**src/logic/ptc_pkg.sv**
```systemverilog
// Constants for the paired timer control block
package ptc_pkg;
  localparam logic [3:0] ADDR_EVEN_CTRL = 4'h0;
  localparam logic [3:0] ADDR_ODD_CTRL  = 4'h1;
  localparam logic [3:0] ADDR_EVEN_PER  = 4'h2;
  localparam logic [3:0] ADDR_ODD_PER   = 4'h3;
  localparam logic [3:0] ADDR_EVEN_CNT  = 4'h4;
  localparam logic [3:0] ADDR_ODD_CNT   = 4'h5;
  localparam logic [3:0] ADDR_INT_STAT  = 4'h6;
  localparam logic [3:0] ADDR_INT_MASK  = 4'h7;
  localparam int BIT_RUN   = 15;
  localparam int BIT_HALT  = 13;
  localparam int BIT_GATE  = 6;
  localparam int BIT_PS_HI = 5;
  localparam int BIT_PS_LO = 4;
  localparam int BIT_PAIR  = 3;
  localparam int BIT_CSRC  = 1;
  localparam logic [15:0] EVEN_CTRL_MASK = 16'hA07A;
  localparam logic [15:0] ODD_CTRL_MASK  = 16'hA072;
  localparam logic [15:0] CTRL_RESET     = 16'h0000;
  localparam logic [15:0] PER_RESET      = 16'hFFFF;
  localparam logic [7:0]  PS_DIV8_M1     = 8'h07;
  localparam logic [7:0]  PS_DIV64_M1    = 8'h3F;
  localparam logic [7:0]  PS_DIV256_M1   = 8'hFF;
endpackage : ptc_pkg

```
**src/logic/ptc_tick.sv**
```systemverilog
// Clock source, gate and prescaler for one timer
`timescale 1ns/10ps
`default_nettype none
module ptc_tick (
  input  wire logic       ref_clk_i,
  input  wire logic       sys_rst_i,
  input  wire logic       run_i,
  input  wire logic       gate_en_i,
  input  wire logic [1:0] ps_sel_i,
  input  wire logic       csrc_i,
  input  wire logic       ext_clk_i,
  input  wire logic       gate_i,
  output logic            tick_o
);
  import ptc_pkg::*;
  logic       ext_q;
  logic [7:0] ps_q;
  logic [7:0] ps_d;
  logic [7:0] ps_top;
  logic       src_evt;
  assign src_evt = csrc_i ? (ext_clk_i & ~ext_q)
                          : (~gate_en_i | gate_i);
  assign ps_top = (ps_sel_i == 2'b00) ? 8'h00 :
                  (ps_sel_i == 2'b01) ? PS_DIV8_M1 :
                  (ps_sel_i == 2'b10) ? PS_DIV64_M1 : PS_DIV256_M1;
  assign ps_d = (!run_i) ? 8'h00 :
                (src_evt && ps_q >= ps_top) ? 8'h00 :
                src_evt ? ps_q + 8'h01 : ps_q;
  assign tick_o = run_i && src_evt && (ps_q >= ps_top);
  always_ff @(posedge ref_clk_i) begin
    if (sys_rst_i) begin
      ext_q <= 1'b0;
      ps_q  <= 8'h00;
    end else begin
      ext_q <= ext_clk_i;
      ps_q  <= ps_d;
    end
  end
endmodule : ptc_tick
`default_nettype wire

```
**src/logic/ptc_top.sv**
```systemverilog
// Paired 16/32-bit timer with control registers and interrupt
// Behaviour
// - Unimplemented control bits read zero and ignore writes.
// - With internal clock, gate enable makes the timer count only while gate is high.
// - Prescale field selects 1:1, 1:8, 1:64 or 1:256.
// - Pair bit joins even and odd timers into one 32-bit timer.
// - Clock source bit selects rising edges of the external pin or the internal clock.
// - Run bit starts and stops the 16-bit or joined 32-bit timer.
// - When paired, odd control is ignored and match flags on the odd flag.
// - Halt-in-idle bit stops the timer while the device is idle.
//
// The plain strobed port and the address map were left to the implementer.
`timescale 1ns/10ps
`default_nettype none
module ptc_top (
  input  wire logic        ref_clk_i,
  input  wire logic        sys_rst_i,
  input  wire logic [3:0]  addr_i,
  input  wire logic [15:0] wdata_i,
  input  wire logic        wr_i,
  input  wire logic        rd_i,
  output logic      [15:0] rdata_o,
  input  wire logic        idle_i,
  input  wire logic        even_ext_clk_i,
  input  wire logic        odd_ext_clk_i,
  input  wire logic        even_gate_i,
  input  wire logic        odd_gate_i,
  output logic             irq_o
);
  import ptc_pkg::*;
  logic [15:0] even_ctrl_q;
  logic [15:0] odd_ctrl_q;
  logic [15:0] even_per_q;
  logic [15:0] odd_per_q;
  logic [15:0] even_cnt_q;
  logic [15:0] odd_cnt_q;
  logic [1:0]  stat_q;
  logic [1:0]  mask_q;
  logic [15:0] rdata_d;
  logic        irq_q;
  logic        pair;
  logic        even_run;
  logic        odd_run;
  logic        even_tick;
  logic        odd_tick;
  logic        even_match;
  logic        odd_match;
  logic        match32;
  logic        even_wrap;
  logic        odd_wrap;
  logic        even_evt;
  logic        odd_evt;
  logic [31:0] cnt32;
  logic [31:0] per32;
  logic [31:0] cnt32_d;
  logic [15:0] even_cnt_d;
  logic [15:0] odd_cnt_d;
  logic [1:0]  stat_d;
  logic        wr_ec;
  logic        wr_oc;

  function automatic logic run_ok(input logic [15:0] c, input logic idle);
    return c[BIT_RUN] && !(idle && c[BIT_HALT]);
  endfunction : run_ok

  assign pair     = even_ctrl_q[BIT_PAIR];
  assign even_run = run_ok(even_ctrl_q, idle_i);
  assign odd_run  = !pair && run_ok(odd_ctrl_q, idle_i);

  ptc_tick u_even_tick (
    .ref_clk_i (ref_clk_i),
    .sys_rst_i (sys_rst_i),
    .run_i     (even_run),
    .gate_en_i (even_ctrl_q[BIT_GATE]),
    .ps_sel_i  (even_ctrl_q[BIT_PS_HI:BIT_PS_LO]),
    .csrc_i    (even_ctrl_q[BIT_CSRC]),
    .ext_clk_i (even_ext_clk_i),
    .gate_i    (even_gate_i),
    .tick_o    (even_tick)
  );
  ptc_tick u_odd_tick (
    .ref_clk_i (ref_clk_i),
    .sys_rst_i (sys_rst_i),
    .run_i     (odd_run),
    .gate_en_i (odd_ctrl_q[BIT_GATE]),
    .ps_sel_i  (odd_ctrl_q[BIT_PS_HI:BIT_PS_LO]),
    .csrc_i    (odd_ctrl_q[BIT_CSRC]),
    .ext_clk_i (odd_ext_clk_i),
    .gate_i    (odd_gate_i),
    .tick_o    (odd_tick)
  );

  assign cnt32      = {odd_cnt_q, even_cnt_q};
  assign per32      = {odd_per_q, even_per_q};
  assign match32    = (cnt32 == per32);
  assign even_match = (even_cnt_q == even_per_q);
  assign odd_match  = (odd_cnt_q == odd_per_q);
  assign even_wrap  = even_tick && even_match;
  assign odd_wrap   = odd_tick && odd_match;
  // Joined mode raises only the odd flag
  assign even_evt   = !pair && even_wrap;
  assign odd_evt    = pair ? (even_tick && match32) : odd_wrap;
  assign cnt32_d    = match32 ? 32'h0000_0000 : cnt32 + 32'h0000_0001;

  assign wr_ec = wr_i && addr_i == ADDR_EVEN_CNT;
  assign wr_oc = wr_i && addr_i == ADDR_ODD_CNT;
  assign even_cnt_d = wr_ec ? wdata_i :
                      (pair && even_tick) ? cnt32_d[15:0] :
                      even_wrap ? 16'h0000 :
                      even_tick ? even_cnt_q + 16'h0001 : even_cnt_q;
  assign odd_cnt_d  = wr_oc ? wdata_i :
                      (pair && even_tick) ? cnt32_d[31:16] :
                      odd_wrap ? 16'h0000 :
                      odd_tick ? odd_cnt_q + 16'h0001 : odd_cnt_q;

  // Set wins over write-one-to-clear
  assign stat_d = (stat_q & ~((wr_i && addr_i == ADDR_INT_STAT) ?
                              wdata_i[1:0] : 2'b00))
                  | {odd_evt, even_evt};

  assign rdata_d =
    !rd_i                     ? 16'h0000 :
    (addr_i == ADDR_EVEN_CTRL) ? even_ctrl_q :
    (addr_i == ADDR_ODD_CTRL)  ? odd_ctrl_q :
    (addr_i == ADDR_EVEN_PER)  ? even_per_q :
    (addr_i == ADDR_ODD_PER)   ? odd_per_q :
    (addr_i == ADDR_EVEN_CNT)  ? even_cnt_q :
    (addr_i == ADDR_ODD_CNT)   ? odd_cnt_q :
    (addr_i == ADDR_INT_STAT)  ? {14'h0000, stat_q} :
    (addr_i == ADDR_INT_MASK)  ? {14'h0000, mask_q} : 16'h0000;

  always_ff @(posedge ref_clk_i) begin
    if (sys_rst_i) begin
      even_ctrl_q <= CTRL_RESET;
      odd_ctrl_q  <= CTRL_RESET;
      even_per_q  <= PER_RESET;
      odd_per_q   <= PER_RESET;
      mask_q      <= 2'b00;
    end else if (wr_i) begin
      if (addr_i == ADDR_EVEN_CTRL) begin
        even_ctrl_q <= wdata_i & EVEN_CTRL_MASK;
      end
      if (addr_i == ADDR_ODD_CTRL) begin
        odd_ctrl_q <= wdata_i & ODD_CTRL_MASK;
      end
      if (addr_i == ADDR_EVEN_PER) begin
        even_per_q <= wdata_i;
      end
      if (addr_i == ADDR_ODD_PER) begin
        odd_per_q <= wdata_i;
      end
      if (addr_i == ADDR_INT_MASK) begin
        mask_q <= wdata_i[1:0];
      end
    end
  end

  always_ff @(posedge ref_clk_i) begin
    if (sys_rst_i) begin
      even_cnt_q <= 16'h0000;
      odd_cnt_q  <= 16'h0000;
      stat_q     <= 2'b00;
      rdata_o    <= 16'h0000;
      irq_q      <= 1'b0;
    end else begin
      even_cnt_q <= even_cnt_d;
      odd_cnt_q  <= odd_cnt_d;
      stat_q     <= stat_d;
      rdata_o    <= rdata_d;
      irq_q      <= |(stat_d & mask_q);
    end
  end
  assign irq_o = irq_q;
endmodule : ptc_top
`default_nettype wire

```
**config.mk**
```make
export PLATFORM = sky130hd
export DESIGN_NAME = ptc_top
export DESIGN_NICKNAME = d
export VERILOG_FILES = /design/src/logic/ptc_pkg.sv /design/src/logic/ptc_tick.sv /design/src/logic/ptc_top.sv
export SDC_FILE = /design/constraint.sdc
export NUM_CORES = 1
export LEC_CHECK = 0
export BUFFER_PORTS_ARGS = -buffer_cell sky130_fd_sc_hd__buf_4
export CAP_MARGIN = 10
export CORE_MARGIN = 10
export CORE_UTILIZATION = 55
export DETAILED_ROUTE_END_ITERATION = 7
export PLACE_DENSITY = 0.78
export SETUP_SLACK_MARGIN = 0.02
export SLEW_MARGIN = 20
export SYNTH_ARGS = -nofsm -noshare
export SYNTH_HDL_FRONTEND = slang
export SYNTH_SLANG_ARGS = --single-unit
```
**constraint.sdc**
```tcl
create_clock -name ref_clk_i -period 4.5 [get_ports ref_clk_i]
set_input_delay 0.9 -clock ref_clk_i [delete_from_list [all_inputs] [get_ports ref_clk_i]]
set_output_delay 0.9 -clock ref_clk_i [all_outputs]
set_load 0.02 [all_outputs]
```
==> results by group, run 1 <==
Run status
  – Status: complete, no violations

Synthesis
  – Yosys reg bits: 116
  – Most common cell in the netlist: dfxtp_1
  – Cell area after synthesis: 0.00644 sq mm
  – Top post-synthesis cells by area: dfxtp_1 36%, nand2_1 6.3%, xor2_1 5.8%
  – Synth cell types: 69
  – Syn_area_per_cell: 8.18 sq um
  – Post-Synthesis Cells: 787
  – Number of synthesized flops with an enable pin: 0
  – Area leader, netlist: dfxtp_1
  – Synth top area share: 36.1%
  – Async set-or-reset flop fraction in the synthesized netlist: 0%
  – Mapped Nets: 836
  – Seq/Total Area, Yosys: 36.1%
  – Post-synth top cells: 116 x dfxtp_1, 108 x nand2_1, 70 x nor2_1, 60 x nand3_1, 43 x xor2_1
  – Main synth FF type: dfxtp_1
  – Warnings from Yosys: 0

Global routing
  – Total track usage: 23.2%
  – Largest net degree at the start of global routing: 41
  – First-pass GRT wire length: 30.8 mm
  – Vias in the first global route: 5,943
  – Grt total ovfl: 0
  – Antenna violations before repair: 0

Clock network
  – # Post-CTS Setup Buffers: 0
  – Cts hold-fix bufs: 0
  – CTS tree: done
  – Post_cts resized: 0
  – # H-tree levels: 4
  – CTS Buffer Depth: 2
  – Worst skew pair latency: 0.42 ns
  – Clk slew on worst S/H paths: 0.06 ns
  – Root Driver: clkbuf_16
  – Clk sinks: 116
  – Num CTS Buffers: 17

Critical path
  – Max incr delay on CP: 0.68 ns
  – CP Launch Type: flip-flop
  – R2R depth: 9
  – CP Depth: 9
  – CP arrival: 3.72 ns
  – CP max FO: 19
  – Critical path class: reg2reg
  – WP data required: 4.84 ns
  – Buf+Inv Stages, Crit Path: 0
  – Worst path top cell family by delay: compound AO/OA/AOI/OAI gates
  – Critical path cell sequence: or2_2, ha_1, nand2b_1, a2111oi_2, nor4b_4, o21ai_2, and3_1, a22o_1, o2bb2ai_1
  – Kind of end point of the critical path: flip-flop
  – Slowest CP cell: o21ai_2

Route
  – # DRC: 0
  – Via Count: 6,182
  – Detail Route Antenna Nets: 0
  – Initial drt markers: 948
  – Routed WL: 18.8 mm
  – Average wire per standard cell: 19.5 microns
  – Vias per cell: 6.42
  – DRT Pass-1 Iters: 7

Finish
  – Area grow syn2layout: 15.0%
  – Fill count: 925
  – Layout cells sized above 1: 12.9%
  – # nets final: 856
  – Antenna Diode Count: 0
  – Finished Layout Cells: 963

Placed design
  – Pre-CTS WS: 1.18 ns
  – Port bufs: 45
  – Routability cong.: 0.937
  – Dpl hpwl: 13.5 mm
  – Placed instance count: 931

Job
  – Maxcap violations: 0

Timing
  – Minimum clock period: 3.38 ns
  – Final setup vio count: 0
  – Total Negative Setup Slacks: 0 ns
  – Fmax: 0.295 GHz
  – Worst setup margin: 1.12 ns
  – Tightest Pin Transition: 0.976 ns
  – Relative slew slack: 34.8%
  – Hold_ws: 0.500 ns
  – RSZ-0062 raised after global routing: no
  – Clock tree skew after final layout: 0.00865 ns
  – Hold violation total from the final report: 0
  – Fin. max-slew vios: 0
  – Period utilization: 75.2%

Floorplan
  – Die footprint: 0.0164 sq mm
  – Die W: 128 microns
  – Initial core utilization: 56.2%
  – Core Rows: 39
  – Io pins: 46
  – Placeable core area: 0.0115 sq mm
  – Die height: 128 microns

Power and ir drop
  – Static Leak: 2.85 nW
  – Worst vdd ir: 0.000300 V
  – PwrDens: 356 mW/mm^2

Worst hold path
  – WHS Path Cells: 2
  – Worst Hold Class: reg2reg
per-stage QoR:
stage / instance area [sq um] / util [%] / power, mW
final: 7400 / 64.6 / 2.64
after global routing: 7400 / 64.6 / 2.71
after CTS: 7400 / 64.6 / 2.64
after detailed placement: 6790 / 59.2 / 1.26
after global placement: 6790 / 59.2 / 1.25
after floorplan: 6440 / - / 1.19
metal layers:
metal	wire, microns	global-route usage [%]
met5	0	0
met4	668	11.4
met3	1750	5.38
met2	8990	36.3
met1	7420	29.4
worst paths after layout:
path	startpoint	endpoint	slack (ns)
setup / recovery	even_ctrl_q[5]$_SDFFE_PP0P_	odd_cnt_q[13]$_SDFFE_PP0P_	1.12
hold / removal	even_ctrl_q[4]$_SDFFE_PP0P_	even_ctrl_q[4]$_SDFFE_PP0P_	0.50
setup reg to reg	even_ctrl_q[5]$_SDFFE_PP0P_	odd_cnt_q[13]$_SDFFE_PP0P_	1.12
hold reg to reg	even_ctrl_q[4]$_SDFFE_PP0P_	even_ctrl_q[4]$_SDFFE_PP0P_	0.50
power by group:
part	total (mW)	switching (mW)	internal, mW
combinational	0.163	0.0978	0.0650
sequential	1.08	0.0293	1.05
clock	1.40	0.476	0.922
cells by family after synthesis:
logic type | share of synthesized area (%)
and+or+nand+nor | 26.0
AOI/OAI and AO/OA | 20.6
DFF | 36.1
buffers and inverters | 4.16
xor gates and xnor gates | 6.39
adders and majority gates | 3.89
muxes | 2.84
cell type report:
class                   instances  area (sq um)  share of cell area, %
multi-input cells             607          3860                   52.1
flip-flops and latches        116          2320                   31.4
clock buffers                  22           484                   6.54
repair buffers                 51           383                   5.17
well taps                     143           179                   2.42
clock inverters                10           128                   1.72
inverters                      14          52.6                  0.710
worst min-delay path: stages, from the launching register on:
cell and delay (ns):
dfxtp_1 0.33, nand2_1 0.07, a21oi_1 0.05
state kept, by name, summed over array words and instances (netlist names), 2 cells and up:
| signal | count |
|---|---|
| even_cnt_q | 16 |
| mask_q | 2 |
| even_ctrl_q | 7 |
| rdata_o | 16 |
| u_odd_tick.ps_q | 8 |
| odd_ctrl_q | 6 |
| stat_q | 2 |
| u_even_tick.ps_q | 8 |
| odd_per_q | 16 |
| even_per_q | 16 |
| odd_cnt_q | 16 |
placed cells by master, fill, tap and decap left out, types with 4 or more instances in the layout:
cell type,Yosys,routed
or4_1,5,5
and3_1,11,11
a311oi_1,12,12
inv_1,14,14
nor4_1,9,9
clkbuf_8,0,4
o21ai_0,27,27
nor3_1,13,12
nand4_1,14,14
o2bb2ai_1,11,11
a22o_1,13,13
ha_1,20,20
nor2b_1,14,14
and2_1,6,6
mux2i_1,16,16
nand3_1,60,60
xnor2_1,4,4
nand2_1,108,108
or2_2,4,4
xor2_1,43,43
o21a_1,4,4
buf_4,1,51
dfxtp_1,116,116
nor2_1,70,70
clkinv_2,0,6
a22oi_1,39,39
clkbuf_16,0,17
a21oi_1,30,30
a21o_1,5,5
a221oi_1,9,9
and4_1,5,5
(Power assumes the default switching activity.)
==> run 2, diff against run 1 <==
--- a/config.mk
+++ b/config.mk
@@ -5,12 +5,13 @@
 export SDC_FILE = /design/constraint.sdc
 export NUM_CORES = 1
 export LEC_CHECK = 0
+export ABC_AREA = 1
 export BUFFER_PORTS_ARGS = -buffer_cell sky130_fd_sc_hd__buf_4
 export CAP_MARGIN = 10
 export CORE_MARGIN = 10
 export CORE_UTILIZATION = 55
 export DETAILED_ROUTE_END_ITERATION = 7
-export PLACE_DENSITY = 0.78
+export PLACE_DENSITY = 0.8
 export SETUP_SLACK_MARGIN = 0.02
 export SLEW_MARGIN = 20
 export SYNTH_ARGS = -nofsm -noshare
==> constraint.sdc (replaced) <==
create_clock -name ref_clk_i -period 3.03 [get_ports ref_clk_i]
set_input_delay 0.606 -clock ref_clk_i [delete_from_list [all_inputs] [get_ports ref_clk_i]]
set_output_delay 0.606 -clock ref_clk_i [all_outputs]
set_load 0.02 [all_outputs]
==> results by group, run 2 <==
Synthesis
  – Most common cell in the netlist: nand2_1 (was dfxtp_1)
  – Post-synth top cells: 259 x nand2_1, 131 x inv_1, 116 x dfxtp_1, 94 x a21oi_1, 89 x nor2_1 (was 116 x dfxtp_1, 108 x nand2_1, 70 x nor2_1, 60 x nand3_1, 43 x xor2_1)
  – Number of synthesized flops with an enable pin: 0 (unchanged)
  – Yosys reg bits: 116 (unchanged)
  – Seq/Total Area, Yosys: 31.4% (was 36.1%)
  – Cell area after synthesis: 0.00740 sq mm (was 0.00644 sq mm)
  – Top post-synthesis cells by area: dfxtp_1 31%, nand2_1 13%, inv_1 6.6% (was dfxtp_1 36%, nand2_1 6.3%, xor2_1 5.8%)
  – Async set-or-reset flop fraction in the synthesized netlist: 0% (unchanged)
  – Mapped Nets: 1,130 (was 836)
  – Synth cell types: 48 (was 69)
  – Syn_area_per_cell: 6.84 sq um (was 8.18 sq um)
  – Main synth FF type: dfxtp_1 (unchanged)
  – Synth top area share: 31.4% (was 36.1%)
  – Warnings from Yosys: 0 (unchanged)
  – Post-Synthesis Cells: 1,081 (was 787)
  – Area leader, netlist: dfxtp_1 (unchanged)

Critical path
  – CP Launch Type: flip-flop (unchanged)
  – CP max FO: 19 (unchanged)
  – Critical path cell sequence: nor2_1, inv_1, ha_1, nand2_1, nor2_1, nor2_1, nand2_1, nand2_1, nand2_1, nand3_4, a21oi_4, nand2_1, a21oi_1 (was or2_2, ha_1, nand2b_1, a2111oi_2, nor4b_4, o21ai_2, and3_1, a22o_1, o2bb2ai_1)
  – Buf+Inv Stages, Crit Path: 1 (was 0)
  – R2R depth: 13 (was 9)
  – Worst path top cell family by delay: simple AND/OR/NAND/NOR gates (was compound AO/OA/AOI/OAI gates)
  – Slowest CP cell: a21oi_4 (was o21ai_2)
  – Most frequent CP cell: nand2_1
  – Critical path class: reg2reg (unchanged)
  – Max incr delay on CP: 0.49 ns (was 0.68 ns)
  – CP Depth: 13 (was 9)
  – Kind of end point of the critical path: flip-flop (unchanged)
  – WP data required: 3.38 ns (was 4.84 ns)
  – CP arrival: 2.83 ns (was 3.72 ns)

Clock network
  – Num CTS Buffers: 17 (unchanged)
  – Clk sinks: 116 (unchanged)
  – # H-tree levels: 4 (unchanged)
  – # Post-CTS Setup Buffers: 0 (unchanged)
  – CTS tree: done (unchanged)
  – Clk slew on worst S/H paths: 0.05 ns (was 0.06 ns)
  – Worst skew pair latency: 0.44 ns (was 0.42 ns)
  – CTS Buffer Depth: 2 (unchanged)
  – Post_cts resized: 0 (unchanged)
  – Root Driver: clkbuf_16 (unchanged)
  – Cts hold-fix bufs: 0 (unchanged)

Floorplan
  – Die height: 136 microns (was 128 microns)
  – Initial core utilization: 56.1% (was 56.2%)
  – Core Rows: 42 (was 39)
  – Io pins: 46 (unchanged)
  – Die footprint: 0.0185 sq mm (was 0.0164 sq mm)
  – Placeable core area: 0.0132 sq mm (was 0.0115 sq mm)
  – Die W: 136 microns (was 128 microns)

Timing
  – Period utilization: 81.8% (was 75.2%)
  – Fmax: 0.403 GHz (was 0.295 GHz)
  – Worst setup margin: 0.550 ns (was 1.12 ns)
  – Hold violation total from the final report: 0 (unchanged)
  – Final setup vio count: 0 (unchanged)
  – Relative slew slack: 59.5% (was 34.8%)
  – Fin. max-slew vios: 0 (unchanged)
  – RSZ-0062 raised after global routing: no (unchanged)
  – Minimum clock period: 2.48 ns (was 3.38 ns)
  – Tightest Pin Transition: 0.606 ns (was 0.976 ns)
  – Clock tree skew after final layout: 0.0106 ns (was 0.00865 ns)
  – Total Negative Setup Slacks: 0 ns (unchanged)

Finish
  – Most common cell after layout, fill and taps aside: nand2_1 (was dfxtp_1)
  – Layout cells sized above 1: 14.5% (was 12.9%)
  – Most frequent cells in the layout: 259 x nand2_1, 131 x inv_1, 116 x dfxtp_1 (was 116 x dfxtp_1, 108 x nand2_1, 70 x nor2_1)
  – Area grow syn2layout: 13.9% (was 15.0%)
  – # nets final: 1,164 (was 856)
  – Antenna Diode Count: 0 (unchanged)

Placed design
  – Dpl hpwl: 17.0 mm (was 13.5 mm)
  – Pre-CTS WS: 0.567 ns (was 1.18 ns)
  – Port bufs: 45 (unchanged)
  – Routability cong.: 1.02 (was 0.937)

Power and ir drop
  – Total power: 3.97 mW (was 2.64 mW)
  – Clock Power Share: 53.2% (was 53.0%)
  – Gate power share: 7.0% (was 6.2%)
  – Flop pwr share: 39.8% (was 40.9%)
  – PwrDens: 471 mW/mm^2 (was 356 mW/mm^2)
  – Worst vdd ir: 0.000375 V (was 0.000300 V)
  – Static Leak: 3.59 nW (was 2.85 nW)
  – Switching power: 0.965 mW (was 0.603 mW)
  – Sw Share: 24.3% (was 22.9%)
  – Internal power: 3.01 mW (was 2.04 mW)

Route
  – Vias per cell: 5.67 (was 6.42)
  – # DRC: 0 (unchanged)
  – Average wire per standard cell: 17.6 microns (was 19.5 microns)
  – Detail Route Antenna Nets: 0 (unchanged)
  – DRT Pass-1 Iters: 6 (was 7)
  – Via Count: 7,398 (was 6,182)
  – Routed WL: 23.0 mm (was 18.8 mm)
  – Initial drt markers: 882 (was 948)

Run status
  – Status: complete, no violations (unchanged)

Worst hold path
  – Worst Hold Class: in2reg (was reg2reg)
  – WHS Path Cells: 3 (was 2)

Job
  – Maxcap violations: 0 (unchanged)

Global routing
  – Total track usage: 25.1% (was 23.2%)
  – First-pass GRT wire length: 36.5 mm (was 30.8 mm)
  – Vias in the first global route: 6,855 (was 5,943)
  – Grt total ovfl: 0 (unchanged)
  – Largest net degree at the start of global routing: 43 (was 41)
  – Antenna violations before repair: 0 (unchanged)
[run 2: cell types whose count changed in the layout (fill, tap and decap cells not counted), sizes merged, moves of 14 or more]
cell	previous run	this run
xnor2	4	28
a22oi	39	0
o22ai	4	24
nand2	109	269
a21oi	31	104
mux2i	16	0
o211ai	1	25
nor2b	14	0
nor2	71	107
inv	14	153
[run 2: layer usage]
metal | vias up | GRT usage [%] | share of wire, %
met1 | 3381 | 32.1 | 40
met4 | 0 | 9.88 | 3.4
met5 | - | 0 | 0
met3 | 64 | 6.94 | 10
met2 | 372 | 39.1 | 46
li1 | 3581 | - | -
[run 2: path summary, 6_finish.rpt]
| path | endpoint | slack [ns] | startpoint |
|---|---|---|---|
| worst min register to register | irq_o$_SDFF_PP0_ | 0.49 | mask_q[0]$_SDFFE_PP0P_ |
| worst min-delay path | u_even_tick.ext_q$_SDFF_PP0_ | 0.40 | even_ext_clk_i |
| worst max register to register | odd_cnt_q[14]$_SDFFE_PP0P_ | 0.55 | even_ctrl_q[4]$_SDFFE_PP0P_ |
| worst max-delay path | odd_cnt_q[14]$_SDFFE_PP0P_ | 0.55 | even_ctrl_q[4]$_SDFFE_PP0P_ |
[run 2: cells by family after synthesis]
logic type / Yosys count / synth area share [%]
simple gates: 477 / 29.6
compound gates: 215 / 17.7
buf+inv: 191 / 10.6
flops: 116 / 31.4
xor+xnor: 62 / 7.34
fa+ha+maj: 20 / 3.38
[run 2: area by class of cell]
cell class / instances / area, sq um
Multi-Input combinational cell: 774 / 4290
Tap cell: 176 / 220
Inverter: 154 / 578
Fill cell: 1210 / 4770
Timing Repair Buffer: 52 / 390
Clock inverter: 11 / 150
Sequential cell: 116 / 2320
Clock buffer: 21 / 470
[run 2: power by group through the flow]
| stage | registers (mW) | clock network [mW] | logic [mW] |
|---|---|---|---|
| floorplan | 1.61 | 0 | 0.168 |
| global placement | 1.61 | 0 | 0.264 |
| detailed placement | 1.61 | 0 | 0.268 |
| CTS | 1.58 | 2.12 | 0.272 |
| global route | 1.58 | 2.20 | 0.303 |
| finish | 1.58 | 2.11 | 0.277 |
[run 2: tightest hold or removal path: cells and delay by family]
family	cells	cell delay, ns
buffers and inverters	2	0.11
AND/OR/NAND/NOR	1	0.07
[run 2: stage by stage]
step | hold WS [ns] | cell area (sq um) | cells | util, %
floorplan | 0.445 | 7400 | 1081 | -
global placement | 0.465 | 7800 | 1272 | 59.2
detailed placement | 0.475 | 7800 | 1272 | 59.2
CTS | 0.409 | 8420 | 1304 | 63.9
global route | 0.414 | 8420 | 1304 | 63.9
finish | 0.400 | 8420 | 1304 | 63.9
==> run 3, diff against run 2 <==
--- a/config.mk
+++ b/config.mk
@@ -11,7 +11,7 @@
 export CORE_MARGIN = 10
 export CORE_UTILIZATION = 55
 export DETAILED_ROUTE_END_ITERATION = 7
-export PLACE_DENSITY = 0.8
+export PLACE_DENSITY = 0.77
 export SETUP_SLACK_MARGIN = 0.02
 export SLEW_MARGIN = 20
 export SYNTH_ARGS = -nofsm -noshare
==> constraint.sdc (replaced) <==
create_clock -name ref_clk_i -period 2.4 [get_ports ref_clk_i]
set_input_delay 0.48 -clock ref_clk_i [delete_from_list [all_inputs] [get_ports ref_clk_i]]
set_output_delay 0.48 -clock ref_clk_i [all_outputs]
set_load 0.02 [all_outputs]
==> results by group, run 3 (synthesis results as in run 2) <==
Clock network
  – CTS tree: done (unchanged)
  – Clk slew on worst S/H paths: 0.06 ns (was 0.05 ns)
  – Num CTS Buffers: 17 (unchanged)
  – Cts hold-fix bufs: 0 (unchanged)
  – Worst skew pair latency: 0.43 ns (was 0.44 ns)
  – Root Driver: clkbuf_16 (unchanged)
  – Clk sinks: 116 (unchanged)
  – CTS Buffer Depth: 2 (unchanged)
  – # H-tree levels: 4 (unchanged)

Critical path
  – CP Launch Type: flip-flop (unchanged)
  – Critical path cell sequence: nor2_1, inv_1, ha_1, nand2_1, nand3_1, nand2_1, nand2_1, nand2_1, nand2_1, nand3_1, nand3_2, inv_4, a21oi_1, a21oi_1 (was nor2_1, inv_1, ha_1, nand2_1, nor2_1, nor2_1, nand2_1, nand2_1, nand2_1, nand3_4, a21oi_4, nand2_1, a21oi_1)
  – CP max FO: 16 (was 19)
  – Slowest CP cell: dfxtp_1 (was a21oi_4)
  – Max incr delay on CP: 0.33 ns (was 0.49 ns)
  – Kind of end point of the critical path: flip-flop (unchanged)
  – FF-to-FF Start: odd_ctrl_q[4]$_SDFFE_PP0P_ (was even_ctrl_q[4]$_SDFFE_PP0P_)
  – R2R setup slack: 0.18 ns (was 0.55 ns)
  – WP data required: 2.75 ns (was 3.38 ns)
  – CP arrival: 2.58 ns (was 2.83 ns)
  – Critical path class: reg2reg (unchanged)
  – R2R depth: 14 (was 13)
  – Most frequent CP cell: nand2_1 (unchanged)
  – FF-to-FF End: odd_cnt_q[6]$_SDFFE_PP0P_ (was odd_cnt_q[14]$_SDFFE_PP0P_)

Timing
  – Tightest Pin Transition: 0.633 ns (was 0.606 ns)
  – Minimum clock period: 2.22 ns (was 2.48 ns)
  – Hold_ws: 0.265 ns (was 0.400 ns)
  – Hold violation total from the final report: 0 (unchanged)
  – Total Negative Setup Slacks: 0 ns (unchanged)
  – Clock tree skew after final layout: 0.00741 ns (was 0.0106 ns)
  – Final setup vio count: 0 (unchanged)
  – Fmax: 0.450 GHz (was 0.403 GHz)
  – Fin. max-slew vios: 0 (unchanged)
  – RSZ-0062 raised after global routing: yes (was no)
  – Period utilization: 92.6% (was 81.8%)
  – Relative slew slack: 57.7% (was 59.5%)

Floorplan
  – Placeable core area: 0.0132 sq mm (unchanged)
  – Die footprint: 0.0185 sq mm (unchanged)
  – Initial core utilization: 56.1% (unchanged)
  – Core Rows: 42 (unchanged)
  – Io pins: 46 (unchanged)
  – Die W: 136 microns (unchanged)
  – Die height: 136 microns (unchanged)

Route
  – Detail Route Antenna Nets: 0 (unchanged)
  – Routed WL: 23.8 mm (was 23.0 mm)
  – Average wire per standard cell: 18.0 microns (was 17.6 microns)
  – Initial drt markers: 930 (was 882)
  – Via Count: 7,524 (was 7,398)
  – Vias per cell: 5.70 (was 5.67)
  – DRT Pass-1 Iters: 6 (unchanged)
  – # DRC: 0 (unchanged)

Finish
  – Most common cell after layout, fill and taps aside: nand2_1 (unchanged)
  – Most frequent cells in the layout: 257 x nand2_1, 131 x inv_1, 116 x dfxtp_1 (was 259 x nand2_1, 131 x inv_1, 116 x dfxtp_1)
  – Area grow syn2layout: 16.5% (was 13.9%)
  – # nets final: 1,180 (was 1,164)
  – Layout cells sized above 1: 16.0% (was 14.5%)
  – Antenna Diode Count: 0 (unchanged)

Global routing
  – Total track usage: 25.8% (was 25.1%)
  – Vias in the first global route: 7,077 (was 6,855)
  – Grt total ovfl: 0 (unchanged)
  – Antenna violations before repair: 0 (unchanged)
  – First-pass GRT wire length: 37.4 mm (was 36.5 mm)
  – Largest net degree at the start of global routing: 43 (unchanged)

Power and ir drop
  – Static Leak: 3.68 nW (was 3.59 nW)
  – Worst vdd ir: 0.000431 V (was 0.000375 V)
  – Total power: 5.13 mW (was 3.97 mW)
  – PwrDens: 595 mW/mm^2 (was 471 mW/mm^2)

Placed design
  – Dpl hpwl: 17.8 mm (was 17.0 mm)
  – Port bufs: 45 (unchanged)
  – Routability cong.: 1.01 (was 1.02)

Worst hold path
  – Worst Hold Class: in2reg (unchanged)
  – Worst hold start: even_ext_clk_i (unchanged)
  – WHS Path Cells: 3 (unchanged)
  – Hold Path Sink: u_even_tick.ext_q$_SDFF_PP0_ (unchanged)

Job
  – Maxcap violations: 0 (unchanged)

Run status
  – Status: complete, no violations (unchanged)
run 3: cell count changes in the layout (fill, tap and decap cells not counted), sizes merged:
| cell | before | now |
|---|---|---|
| clkinvlp | 2 | 4 |
| bufinv | 3 | 4 |
| buf | 52 | 68 |
| clkbuf | 21 | 18 |
| inv | 153 | 156 |
| clkinv | 7 | 4 |
run 3: layout make-up:
cell class              instances  area, sq um
fillers                      1197         4570
multi-input cells             774         4300
flip-flops and latches        116         2320
inverters                     154          581
repair buffers                 68          561
clock buffers                  18          439
well taps                     176          220
clock inverters                14          199
run 3: what timing repair did:
action	4_1_cts	5_1_grt
endpoints found under the setup margin	1	29
endpoints found under the hold margin	0	0
setup buffers	0	2
resized for setup	1	4
cloned	0	0
pin swaps	0	2
run 3: per-layer routing:
layer,global-route usage [%],vias to the layer above,wire (microns)
li1,-,3626,-
met1,31.2,3453,9470
met2,41.6,354,11000
met3,5.09,91,1940
met4,15.1,0,1360
met5,0,-,0
run 3: worst max-delay path by stage:
| stage | start | end | cells after the start |
|---|---|---|---|
| after floorplan | even_ctrl_q[4]$_SDFFE_PP0P_ | odd_cnt_q[15]$_SDFFE_PP0P_ | 15 |
| after global placement | even_ctrl_q[4]$_SDFFE_PP0P_ | odd_cnt_q[11]$_SDFFE_PP0P_ | 15 |
| after detailed placement | even_ctrl_q[4]$_SDFFE_PP0P_ | even_cnt_q[9]$_SDFFE_PP0P_ | 15 |
| after CTS | odd_ctrl_q[4]$_SDFFE_PP0P_ | odd_cnt_q[6]$_SDFFE_PP0P_ | 14 |
| after global routing | odd_ctrl_q[4]$_SDFFE_PP0P_ | odd_cnt_q[10]$_SDFFE_PP0P_ | 14 |
| final | odd_ctrl_q[4]$_SDFFE_PP0P_ | odd_cnt_q[6]$_SDFFE_PP0P_ | 14 |
run 3: stage by stage:
step	setup slack [ns]	area, sq um	cells	util (%)
after global routing	0.00267	8620	1320	65.4
after global placement	0.234	7930	1286	60.1
final	0.177	8620	1320	65.4
after floorplan	0.441	7400	1081	-
after CTS	0.0998	8570	1318	65.0
after detailed placement	0.123	7930	1286	60.1
run 3: worst max-delay path: cells and delay by family, from the launching register on:
kind                       cells  cell delay, ns
and+or+nand+nor                9            0.94
AOI/OAI and AO/OA              2            0.25
DFF                            1            0.33
adders and majority gates      1            0.29
buffers and inverters          2            0.32
run 3: power breakdown:
group | switching, mW | internal (mW) | total (mW)
Sequential | 0.0324 | 1.96 | 1.99
Clock | 0.998 | 1.77 | 2.77
Combinational | 0.237 | 0.129 | 0.367
Total | 1.27 | 3.86 | 5.13
